[config.mk]
export PLATFORM = sky130hd
export DESIGN_NAME = rcr_regs
export DESIGN_NICKNAME = d
export VERILOG_FILES = /design/src/shared/rcr_pkg.sv /design/src/rtl/rcr_pin_event.sv /design/src/rtl/rcr_regs.sv
export VERILOG_INCLUDE_DIRS = /design/src /design/src/shared
export SDC_FILE = /design/constraint.sdc
export NUM_CORES = 1
export LEC_CHECK = 0
export ABC_AREA = 1
export BUFFER_PORTS_ARGS = -buffer_cell sky130_fd_sc_hd__buf_4
export CAP_MARGIN = 10
export CORE_MARGIN = 3
export CORE_UTILIZATION = 40
export CTS_CLUSTER_SIZE = 16
export DETAILED_ROUTE_END_ITERATION = 8
export HOLD_SLACK_MARGIN = 0.05
export PLACE_DENSITY_LB_ADDON = 0.15
export SLEW_MARGIN = 10
export SYNTH_ARGS = -nofsm -noshare
export SYNTH_HDL_FRONTEND = slang
export SYNTH_SLANG_ARGS = --single-unit
[constraint.sdc]
create_clock -name clk_sys -period 2.8 [get_ports clk_sys]
set_clock_uncertainty 0.15 [all_clocks]
set_input_delay 0.56 -clock clk_sys [delete_from_list [all_inputs] [get_ports clk_sys]]
set_output_delay 0.56 -clock clk_sys [all_outputs]
set_load 0.005 [all_outputs]
[src/shared/rcr_params.svh]
// Offsets, field positions, reset values and timing counts of the regulator control bank
`ifndef RCR_PARAMS_SVH
`define RCR_PARAMS_SVH

// Register indices; byte address is four times the index
`define RCR_IDX_REG9 10'h02E
`define RCR_IDX_RSVD 10'h02F
`define RCR_IDX_REG11 10'h030
`define RCR_IDX_VIB 10'h031
`define RCR_IDX_SEL1 10'h032
`define RCR_IDX_SEL2 10'h033
`define RCR_IDX_FIRST 10'h02E
`define RCR_IDX_LAST 10'h033

// Storage slots, index minus the first index
`define RCR_NUM_REGS 6
`define RCR_SLOT_REG9 3'h0
`define RCR_SLOT_REG11 3'h2
`define RCR_SLOT_VIB 3'h3
`define RCR_SLOT_SEL1 3'h4
`define RCR_SLOT_SEL2 3'h5

// Reset value of every word
`define RCR_RST_WORD 8'h00

// Regulator control word fields
`define RCR_BIT_SEQ 7
`define RCR_FLD_VSRC 6:5
`define RCR_BIT_VSEL 4
`define RCR_BIT_PDOFF 3
`define RCR_FLD_ENSRC 2:1
`define RCR_BIT_ON 0

// Pin source codes
`define RCR_SRC_NONE 2'h0
`define RCR_SRC_GPIO1 2'h1
`define RCR_SRC_GPIO2 2'h2
`define RCR_SRC_GPIO13 2'h3

// Vibration field and drive timing
`define RCR_FLD_VIB 5:0
`define RCR_VIB_OFF 6'h00
`define RCR_VIB_LAST_STEP 6'h3E
`define RCR_VIB_DIV_LAST 4'h3
// Bridge state at reset: low side on, high side off, code zero (brake)
`define RCR_VIB_RST 8'h80

// Voltage select word fields
`define RCR_BIT_REG3 7
`define RCR_BIT_PERIPH 4
`define RCR_BIT_MEMORY 3
`define RCR_BIT_PROC 2
`define RCR_BIT_CORE2 1
`define RCR_BIT_CORE1 0
`define RCR_BIT_IO 0

`endif

[src/shared/rcr_pkg.sv]
// Types shared by the regulator control bank
package rcr_pkg;

    // Drive state of one linear regulator
    typedef struct packed {
        logic seq_target;
        logic on;
        logic volt_b;
        logic pulldown_en;
    } rcr_ldo_t;

    // Dynamic voltage choices, 1 selects setting B
    typedef struct packed {
        logic reg3_volt_choice;
        logic periph_buck_volt_choice;
        logic memory_buck_volt_choice;
        logic processor_buck_volt_choice;
        logic core2_buck_volt_choice;
        logic core1_buck_volt_choice;
        logic io_buck_volt_choice;
    } rcr_bucks_t;

    // Vibration motor bridge drive
    typedef struct packed {
        logic low_side_on;
        logic high_side_on;
        logic [5:0] vibration_level_code;
    } rcr_vib_t;

endpackage

[src/rtl/rcr_pin_event.sv]
// Pin transition detector for one regulator's enable and voltage sources
`timescale 1ns/1ps
`default_nettype none
`include "rcr_params.svh"

module rcr_pin_event (
    input wire logic clk_sys,
    input wire logic rst,
    input wire logic [2:0] pins_sync,
    input wire logic [1:0] en_src,
    input wire logic [1:0] volt_src,
    output logic en_set,
    output logic en_clr,
    output logic sel_a,
    output logic sel_b
);

    logic [2:0] pins_prev_ff;

    // Picks the pin named by a source code; code 00 names none
    function automatic logic pick(input logic [2:0] p, input logic [1:0] src);
        case (src)
            `RCR_SRC_GPIO1: pick = p[0];
            `RCR_SRC_GPIO2: pick = p[1];
            `RCR_SRC_GPIO13: pick = p[2];
            default: pick = 1'b0;
        endcase
    endfunction

    // Previous pin levels; same source picks both so a source change makes no edge
    always_ff @(posedge clk_sys) begin
        if (rst) begin
            pins_prev_ff <= 3'h0;
        end else begin
            pins_prev_ff <= pins_sync;
        end
    end

    wire en_now = pick(pins_sync, en_src);
    wire en_was = pick(pins_prev_ff, en_src);
    wire v_now = pick(pins_sync, volt_src);
    wire v_was = pick(pins_prev_ff, volt_src);

    // Passive to active turns on, active to passive turns off
    assign en_set = en_now & ~en_was;
    assign en_clr = ~en_now & en_was;
    // Passive to active picks A, active to passive picks B
    assign sel_a = v_now & ~v_was;
    assign sel_b = ~v_now & v_was;

endmodule

`default_nettype wire

[src/rtl/rcr_regs.sv]
// APB register bank for regulator, vibration and dynamic voltage control
//
// Register access over APB is this design's own decision.
`timescale 1ns/1ps
`default_nettype none
`include "rcr_params.svh"

// Functional notes
// Regulator 9 word; bit 7 sequencer target
// Pin source codes: none, GPIO1, GPIO2, GPIO13
// Voltage pin edges pick A or B
// Bit 4 picks voltage A or B
// Bit 3 low enables pull-down when off
// Enable pin edges switch regulator on/off
// Bit 0 switches regulator on or off
// Regulator 11 word, same layout as 9
// Vibration code zero brakes the motor
// Vibration level linear in 63 steps
// Select word one bit 7: regulator 3
// Select word one low bits: five bucks
// Select word two bit 0: I/O buck
// Reserved bits stored, never steer outputs

module rcr_regs (
    input wire logic clk_sys,
    input wire logic rst,
    input wire logic psel,
    input wire logic penable,
    input wire logic pwrite,
    input wire logic [11:0] paddr,
    input wire logic [31:0] pwdata,
    output logic [31:0] prdata,
    output logic pready,
    output logic pslverr,
    input wire logic gpio1,
    input wire logic gpio2,
    input wire logic gpio13,
    output rcr_pkg::rcr_ldo_t reg9,
    output rcr_pkg::rcr_ldo_t reg11,
    output rcr_pkg::rcr_bucks_t bucks,
    output rcr_pkg::rcr_vib_t vibration_level
);

    // Register storage, one byte per slot
    logic [7:0] regs_ff [0:`RCR_NUM_REGS-1];
    logic [7:0] nxt_regs [0:`RCR_NUM_REGS-1];

    // Bus answer state
    logic [7:0] rdata_ff;
    logic err_ff;

    // Pin synchronisers
    logic [2:0] pin_meta_ff;
    logic [2:0] pin_sync_ff;

    // Vibration drive state
    logic [3:0] vib_div_ff;
    logic [5:0] vib_step_ff;
    rcr_pkg::rcr_vib_t vib_ff;

    // Hardware events from the pin detectors, one per regulator
    logic [1:0] ev_en_set;
    logic [1:0] ev_en_clr;
    logic [1:0] ev_sel_a;
    logic [1:0] ev_sel_b;

    // ------------------------------------------------------------
    // Address decode
    // ------------------------------------------------------------

    // Word index and its range check
    wire [9:0] acc_idx = paddr[11:2];
    wire acc_aligned = (paddr[1:0] == 2'h0);
    wire acc_in_range = (acc_idx >= `RCR_IDX_FIRST) && (acc_idx <= `RCR_IDX_LAST);
    wire acc_hit = acc_aligned && acc_in_range;
    wire [9:0] acc_off = acc_idx - `RCR_IDX_FIRST;
    wire [2:0] acc_slot = acc_off[2:0];

    // Setup cycle captures read data; access cycle commits writes
    wire setup_cyc = psel && !penable;
    wire access_cyc = psel && penable;
    wire wr_commit = access_cyc && pwrite && acc_hit;

    // ------------------------------------------------------------
    // Pin synchronisation
    // ------------------------------------------------------------

    // Two flops per pin before any logic looks at the level
    always_ff @(posedge clk_sys) begin
        if (rst) begin
            pin_meta_ff <= 3'h0;
            pin_sync_ff <= 3'h0;
        end else begin
            pin_meta_ff <= {gpio13, gpio2, gpio1};
            pin_sync_ff <= pin_meta_ff;
        end
    end

    // ------------------------------------------------------------
    // Pin transition detectors, one per linear regulator
    // ------------------------------------------------------------

    genvar k;
    generate
        for (k = 0; k < 2; k = k + 1) begin : g_ldo
            localparam logic [2:0] SLOT = (k == 0) ? `RCR_SLOT_REG9 : `RCR_SLOT_REG11;

            // Sources named by the stored control word
            wire [1:0] en_src = regs_ff[SLOT][`RCR_FLD_ENSRC];
            wire [1:0] volt_src = regs_ff[SLOT][`RCR_FLD_VSRC];

            rcr_pin_event u_pin_event (
                .clk_sys(clk_sys),
                .rst(rst),
                .pins_sync(pin_sync_ff),
                .en_src(en_src),
                .volt_src(volt_src),
                .en_set(ev_en_set[k]),
                .en_clr(ev_en_clr[k]),
                .sel_a(ev_sel_a[k]),
                .sel_b(ev_sel_b[k])
            );
        end
    endgenerate

    // ------------------------------------------------------------
    // Next register values
    // ------------------------------------------------------------

    // Overlays pin events on a control word; a pin event beats a
    // software write to the same bit in the same cycle
    function automatic logic [7:0] apply_pins(
        input logic [7:0] val,
        input logic en_set,
        input logic en_clr,
        input logic sel_a,
        input logic sel_b
    );
        logic [7:0] res;
        res = val;
        if (en_set) begin
            res[`RCR_BIT_ON] = 1'b1;
        end else if (en_clr) begin
            res[`RCR_BIT_ON] = 1'b0;
        end
        if (sel_a) begin
            res[`RCR_BIT_VSEL] = 1'b0;
        end else if (sel_b) begin
            res[`RCR_BIT_VSEL] = 1'b1;
        end
        apply_pins = res;
    endfunction

    genvar i;
    generate
        for (i = 0; i < `RCR_NUM_REGS; i = i + 1) begin : g_slot
            localparam logic [2:0] SLOT = 3'(i);
            localparam int K = (SLOT == `RCR_SLOT_REG11) ? 1 : 0;
            localparam bit IS_LDO = (SLOT == `RCR_SLOT_REG9) || (SLOT == `RCR_SLOT_REG11);

            // Every bit, reserved ones included, is stored as written, except a regulator word bit 0 or 4 that a same-cycle pin event sets or clears
            wire sw_wr = wr_commit && (acc_slot == SLOT);
            wire [7:0] sw_val = sw_wr ? pwdata[7:0] : regs_ff[i];

            if (IS_LDO) begin : g_ldo_next
                // Pin edges drive the enable and voltage bits
                assign nxt_regs[i] = apply_pins(sw_val, ev_en_set[K], ev_en_clr[K],
                                                ev_sel_a[K], ev_sel_b[K]);
            end else begin : g_plain_next
                assign nxt_regs[i] = sw_val;
            end

            // Storage flop for this slot
            always_ff @(posedge clk_sys) begin
                if (rst) begin
                    regs_ff[i] <= `RCR_RST_WORD;
                end else begin
                    regs_ff[i] <= nxt_regs[i];
                end
            end
        end
    endgenerate

    // ------------------------------------------------------------
    // APB answer
    // ------------------------------------------------------------

    // Read data and error are captured in the setup cycle
    wire [7:0] rd_mux = acc_hit ? regs_ff[acc_slot] : 8'h00;
    wire [7:0] nxt_rdata = setup_cyc ? rd_mux : rdata_ff;
    wire nxt_err = setup_cyc ? !acc_hit : err_ff;

    always_ff @(posedge clk_sys) begin
        if (rst) begin
            rdata_ff <= 8'h00;
            err_ff <= 1'b0;
        end else begin
            rdata_ff <= nxt_rdata;
            err_ff <= nxt_err;
        end
    end

    // No wait states; upper data bits read as zero
    assign pready = 1'b1;
    assign prdata = {24'h000000, rdata_ff};
    assign pslverr = access_cyc && err_ff;

    // ------------------------------------------------------------
    // Linear regulator outputs
    // ------------------------------------------------------------

    // Regulator 9 word fields
    wire [7:0] w9 = regs_ff[`RCR_SLOT_REG9];
    assign reg9.seq_target = w9[`RCR_BIT_SEQ];
    assign reg9.on = w9[`RCR_BIT_ON];
    assign reg9.volt_b = w9[`RCR_BIT_VSEL];
    // Pull-down only while the regulator is off and not suppressed
    assign reg9.pulldown_en = !w9[`RCR_BIT_PDOFF] && !w9[`RCR_BIT_ON];

    // Regulator 11 word, same layout
    wire [7:0] w11 = regs_ff[`RCR_SLOT_REG11];
    assign reg11.seq_target = w11[`RCR_BIT_SEQ];
    assign reg11.on = w11[`RCR_BIT_ON];
    assign reg11.volt_b = w11[`RCR_BIT_VSEL];
    assign reg11.pulldown_en = !w11[`RCR_BIT_PDOFF] && !w11[`RCR_BIT_ON];

    // ------------------------------------------------------------
    // Dynamic voltage choices; reserved bits are left out
    // ------------------------------------------------------------

    wire [7:0] s1 = regs_ff[`RCR_SLOT_SEL1];
    wire [7:0] s2 = regs_ff[`RCR_SLOT_SEL2];
    assign bucks.reg3_volt_choice = s1[`RCR_BIT_REG3];
    assign bucks.periph_buck_volt_choice = s1[`RCR_BIT_PERIPH];
    assign bucks.memory_buck_volt_choice = s1[`RCR_BIT_MEMORY];
    assign bucks.processor_buck_volt_choice = s1[`RCR_BIT_PROC];
    assign bucks.core2_buck_volt_choice = s1[`RCR_BIT_CORE2];
    assign bucks.core1_buck_volt_choice = s1[`RCR_BIT_CORE1];
    assign bucks.io_buck_volt_choice = s2[`RCR_BIT_IO];

    // ------------------------------------------------------------
    // Vibration drive
    // ------------------------------------------------------------

    // Level code; bits 7:6 are stored but never drive the bridge
    wire [5:0] vib_code = regs_ff[`RCR_SLOT_VIB][`RCR_FLD_VIB];

    // Step enable from a divider of the system clock
    wire vib_tick = (vib_div_ff == `RCR_VIB_DIV_LAST);
    wire [3:0] nxt_vib_div = vib_tick ? 4'h0 : vib_div_ff + 4'h1;

    // Step counter runs 0..62, one PWM period of 63 steps
    wire vib_wrap = (vib_step_ff == `RCR_VIB_LAST_STEP);
    wire [5:0] vib_step_inc = vib_wrap ? 6'h00 : vib_step_ff + 6'h01;
    wire [5:0] nxt_vib_step = vib_tick ? vib_step_inc : vib_step_ff;

    // High side on for code steps out of 63, so average is code*3V/63
    wire vib_brake = (vib_code == `RCR_VIB_OFF);
    wire vib_pwm_hi = (vib_step_ff < vib_code);

    // Brake: low side on, high side off; else complementary drive
    rcr_pkg::rcr_vib_t nxt_vib;
    assign nxt_vib.high_side_on = !vib_brake && vib_pwm_hi;
    assign nxt_vib.low_side_on = vib_brake || !vib_pwm_hi;
    assign nxt_vib.vibration_level_code = vib_code;

    always_ff @(posedge clk_sys) begin
        if (rst) begin
            vib_div_ff <= 4'h0;
            vib_step_ff <= 6'h00;
            vib_ff <= `RCR_VIB_RST;
        end else begin
            vib_div_ff <= nxt_vib_div;
            vib_step_ff <= nxt_vib_step;
            vib_ff <= nxt_vib;
        end
    end

    assign vibration_level = vib_ff;

endmodule

`default_nettype wire

-- After elaboration in Yosys (flattened, before gate mapping)
Memories as Yosys holds them, arrays and structs flattened.
Index checks and enable logic that the tools add are counted.
- add/sub/neg operators: 3
- order comparisons: 3
- eq/ne operators: 29
- multiplexer cells: 39
- bitwise operators: 28
- reductions and logical operators: 39
- operators by type and width (kind ; count):
    $mux 8 ; 11
    $pmux 1 s3 ; 8
    $reduce_and 2->1 ; 10
    $eq 2x2->1 const B ; 8
    $logic_and 1x1->1 ; 16
    $mux 1 ; 15
    $mux 3 ; 4
    $ne 3x3->1 const B ; 4
    $or 1x1->1 ; 12
    $ge 10x6->1 const B ; 1
    $le 10x6->1 const B ; 1
    $and 1x1->1 ; 8
    $eq 2x1->1 const B ; 4
    $logic_not 1->1 ; 8
    $not 1->1 ; 8
    $add 6x1->6 const B ; 1
    $eq 3x2->1 const B ; 2
    $eq 3x3->1 const B ; 2
    $eq 6x6->1 const B ; 1
    $logic_not 6->1 ; 1
    $lt 6x6->1 ; 1
    $mux 6 ; 1
    $ne 1x1->1 const B ; 6
    $add 4x1->4 const B ; 1
    7 further kinds ; 7
- bits in registers: 36
- RAM bits: 48
- output and inout bits: 57
- logic and storage cells: 152
- memories kept: 1
- memories (name ; depth ; width ; read ports ; clocked after memory_dff ; write ports ; line ; text):
    regs_ff ; 6 ; 8 ; 6 ; 0 ; 6 ; rcr_regs.sv:45 ; logic [7:0] regs_ff [0:`RCR_NUM_REGS-1];

-- Depth between registers and ports, before layout
- depth in word-level cells: 9
- depth in mapped cells: 11

-- By module
From an unflattened synthesis, not the netlist that was laid out.
- cell total of the unflattened synthesis: 655
- area total of the unflattened synthesis: 4504.3 µm²
- by module, submodules not included (module ; instances ; cells each ; area an instance (µm²)):
    rcr_regs ; 1 ; 565 ; 4028.9
    rcr_pin_event ; 2 ; 45 ; 237.7

-- Least setup slack after synthesis
Ideal clock, no wire load.
- path kind: in2reg
- from: input paddr[11]
- to: memory regs_ff[1][0], enable pin
- library setup time: 0.387 ns
- data arrival time: 1.796 ns
- required time: 2.263 ns
- path slack: 0.468 ns
- stages: 7
- cell sequence: inv_1 nand2_1 nor2_1 nand2_1 nor2_4 nand2_1 o31ai_1
- RTL lines (item ; line ; text):
    start: declaration ; rcr_regs.sv:30 ; input wire logic [11:0] paddr,
    end: declaration ; rcr_regs.sv:45 ;

==> flow_metrics.tcl <==
set metrics [dict create \
    coreArea_um2 10000 \
    clock_path_buffers 2 \
    cts_hold_buffers 0 \
    postCtsSetupRepairBufs 0 \
    place_area_um2 4590 \
    grt_usage_pct 18.4 \
    worstHoldPathType "register to register" \
    rsz0062_at_grt "false" \
    dp_cells 766 \
    cts_tree "built" \
    critPathLaunchType "input pin" \
    dr.pass1.iters 5 \
    path_delay_family "simple AND/OR/NAND/NOR gates" \
    core.rowCount 36 \
    layout_common_cells "nand2_1 (110), nor2_1 (103), inv_1 (82)" \
    drv_slew 0 \
    initial_core_util_pct 42.3 \
    power.leakage_nw 2.18 \
    cpPeakStageDelay_ps 400 \
    hold_viol_final 0 \
    ios 109 \
    cap_violations 0 \
    fin_nets 704 \
    clk_latency_ps 350 \
    powerDensity_nw_per_um2 487 \
    clock-sinks 84 \
    grt_pass1_wl_um 16900 \
    avgRoutedWirePerCell_um 13.6 \
    clk_pin_slew_ps 80 \
    cp_cell_sequence "buf_4, o21ai_1, nand2_1, nor2_4, nand3_1, o21ai_0, a21oi_1" \
    antenna_found_initial 0 \
    grt_max_degree 37 \
    setup_violations 0 \
    drt_iter0_drc 260 \
    die_w_um 109 \
    ys_seq_area_share_pct 41.5 \
    maxSlewHeadroom_pct 62.1 \
    grt_pass1_vias 3449 \
    synth_cells 600 \
    final_common_cell "nand2_1" \
    ant_nets 0 \
    preCtsSetupSlack_ps 494 \
    arrival_ps 2010 \
    antenna_cells 0 \
    vias_per_cell 4.82 \
    finalSetupTns_ps 0 \
    synth-seq-cells 84 \
    syn-mean-instance-area_um2 7.07 \
    clockRootBuffer "clkbuf_8" \
    cts_buffers 9 \
    design_area_um2 4790 \
    instances_no_fill 781 \
    ctsResizeCount 0 \
    yosys_warnings 0 \
    period_needed_ps 1940 \
    syn_area_um2 4240 \
    p_total_mw 2.33 \
    areaGrowthSynthToFinish_pct 12.9 \
    final.setup.worst_slack_ps 863 \
    dieArea_um2 11900 \
    cp-end-kind "register" \
    crit_required_ps 2870 \
    gp_congestion 0.910 \
    vias 3761 \
    ir_drop_mv 0.236 \
    drc 0 \
    overflow 0 \
    period_share_pct 69.2 \
    tightest_slew_ps 565 \
    cp_slowest_cell "nand3_1" \
    fill_cells 1042 \
    synth.distinct_cells 38 \
    portBuffers 59 \
    fmax_mhz 516 \
    wl_um 10600 \
    place_hpwl_um 7770 \
    status "finished clean" \
    fp.dieH_um 109 \
    drive_gt1_share_pct 13.3 \
    htree_levels 3 \
    setup.worst_path.class "input pin to register" \
    cp_num_buf_inv 1 \
    worstPathMaxFanout 14 \
]
[routing by layer]
metal / GRT usage, % / routed length, um
met1: 23.4 / 4710
met5: 0 / 0
met2: 30.0 / 4860
met3: 4.03 / 718
met4: 7.66 / 351
[through the flow]
| step | utilization [%] | hold WS, ps |
|---|---|---|
| floorplan | - | 238 |
| global placement | 45.7 | 243 |
| detailed placement | 45.7 | 244 |
| CTS | 47.7 | 248 |
| global route | 47.7 | 255 |
| finish | 47.7 | 253 |
[cells by family after synthesis]
kind of cell    after synthesis  share of synthesized area (%)
compound gates               92                           12.1
fa+ha+maj                     8                           2.36
buf+inv                     134                           16.1
flops                        84                           41.5
other cells                   2                          0.177
simple gates                280                           27.7
[power by group]
group,internal [mW],switching [mW]
registers,1.23,0.00877
clock network,0.495,0.426
logic,0.0555,0.118
[flip-flops by register name, indices dropped and copies added (netlist names), 3 cells and up]
register	cells
pin_meta_ff	3
g_ldo.u_pin_event.pins_prev_ff	3
regs_ff	48
pin_sync_ff	3
vib_step_ff	6
vib_div_ff	4
vibration_level	8
rdata_ff	8
[synth_stat cells, drive strengths merged]
master   number  area share (%)
a211oi        1            0.18
a21boi        1            0.18
a21o          1            0.18
a21oi        30             3.5
a32oi         1            0.21
a41oi         1            0.21
and3          1            0.15
buf          44             7.7
clkbuf        8             1.2
conb          2            0.18
dfxtp        76              36
edfxtp        8             5.7
ha            8             2.4
inv          82             7.3
nand2       113              10
nand3        33             3.9
nand3b        1            0.18
nand4         8             1.2
nor2        106             9.7
nor3         13             1.7
nor3b         2            0.35
o2111ai       1            0.21
o211ai        8             1.4
o21a          1            0.18
o21ai        38             4.5
o21bai        1            0.18
o22ai         7             1.0
o31ai         1            0.18
or2           3            0.44
[worst reg2reg max path: cells and delay by family, from the launching register on]
family / cells / cell delay (ps)
simple gates: 5 / 690
fa+ha+maj: 1 / 190
flops: 1 / 370
buf+inv: 1 / 190
[cell type report]
type                    instances  area [um2]  share of cell area, %
multi-input cells             405        1880                   39.3
well taps                     133         166                   3.47
repair buffers                 62         465                   9.72
flip-flops and latches         84        1760                   36.8
inverters                      82         308                   6.42
clock buffers                  10         128                   2.66
clock inverters                 5        77.6                   1.62
[final timing paths]
| kind | startpoint | endpoint | slack, ps | cells after the start |
|---|---|---|---|---|
| max | paddr[4] | regs_ff[0][6]$_SDFFE_PP0P_ | 860 | 7 |
| min | pin_meta_ff[0]$_SDFF_PP0_ | pin_sync_ff[0]$_SDFF_PP0_ | 250 | 2 |
| max reg2reg | vib_div_ff[0]$_SDFF_PP0_ | vib_step_ff[4]$_SDFFE_PP0P_ | 1150 | 7 |
| min reg2reg | pin_meta_ff[0]$_SDFF_PP0_ | pin_sync_ff[0]$_SDFF_PP0_ | 250 | 2 |
No activity file was read; power rests on OpenSTA's default activity.
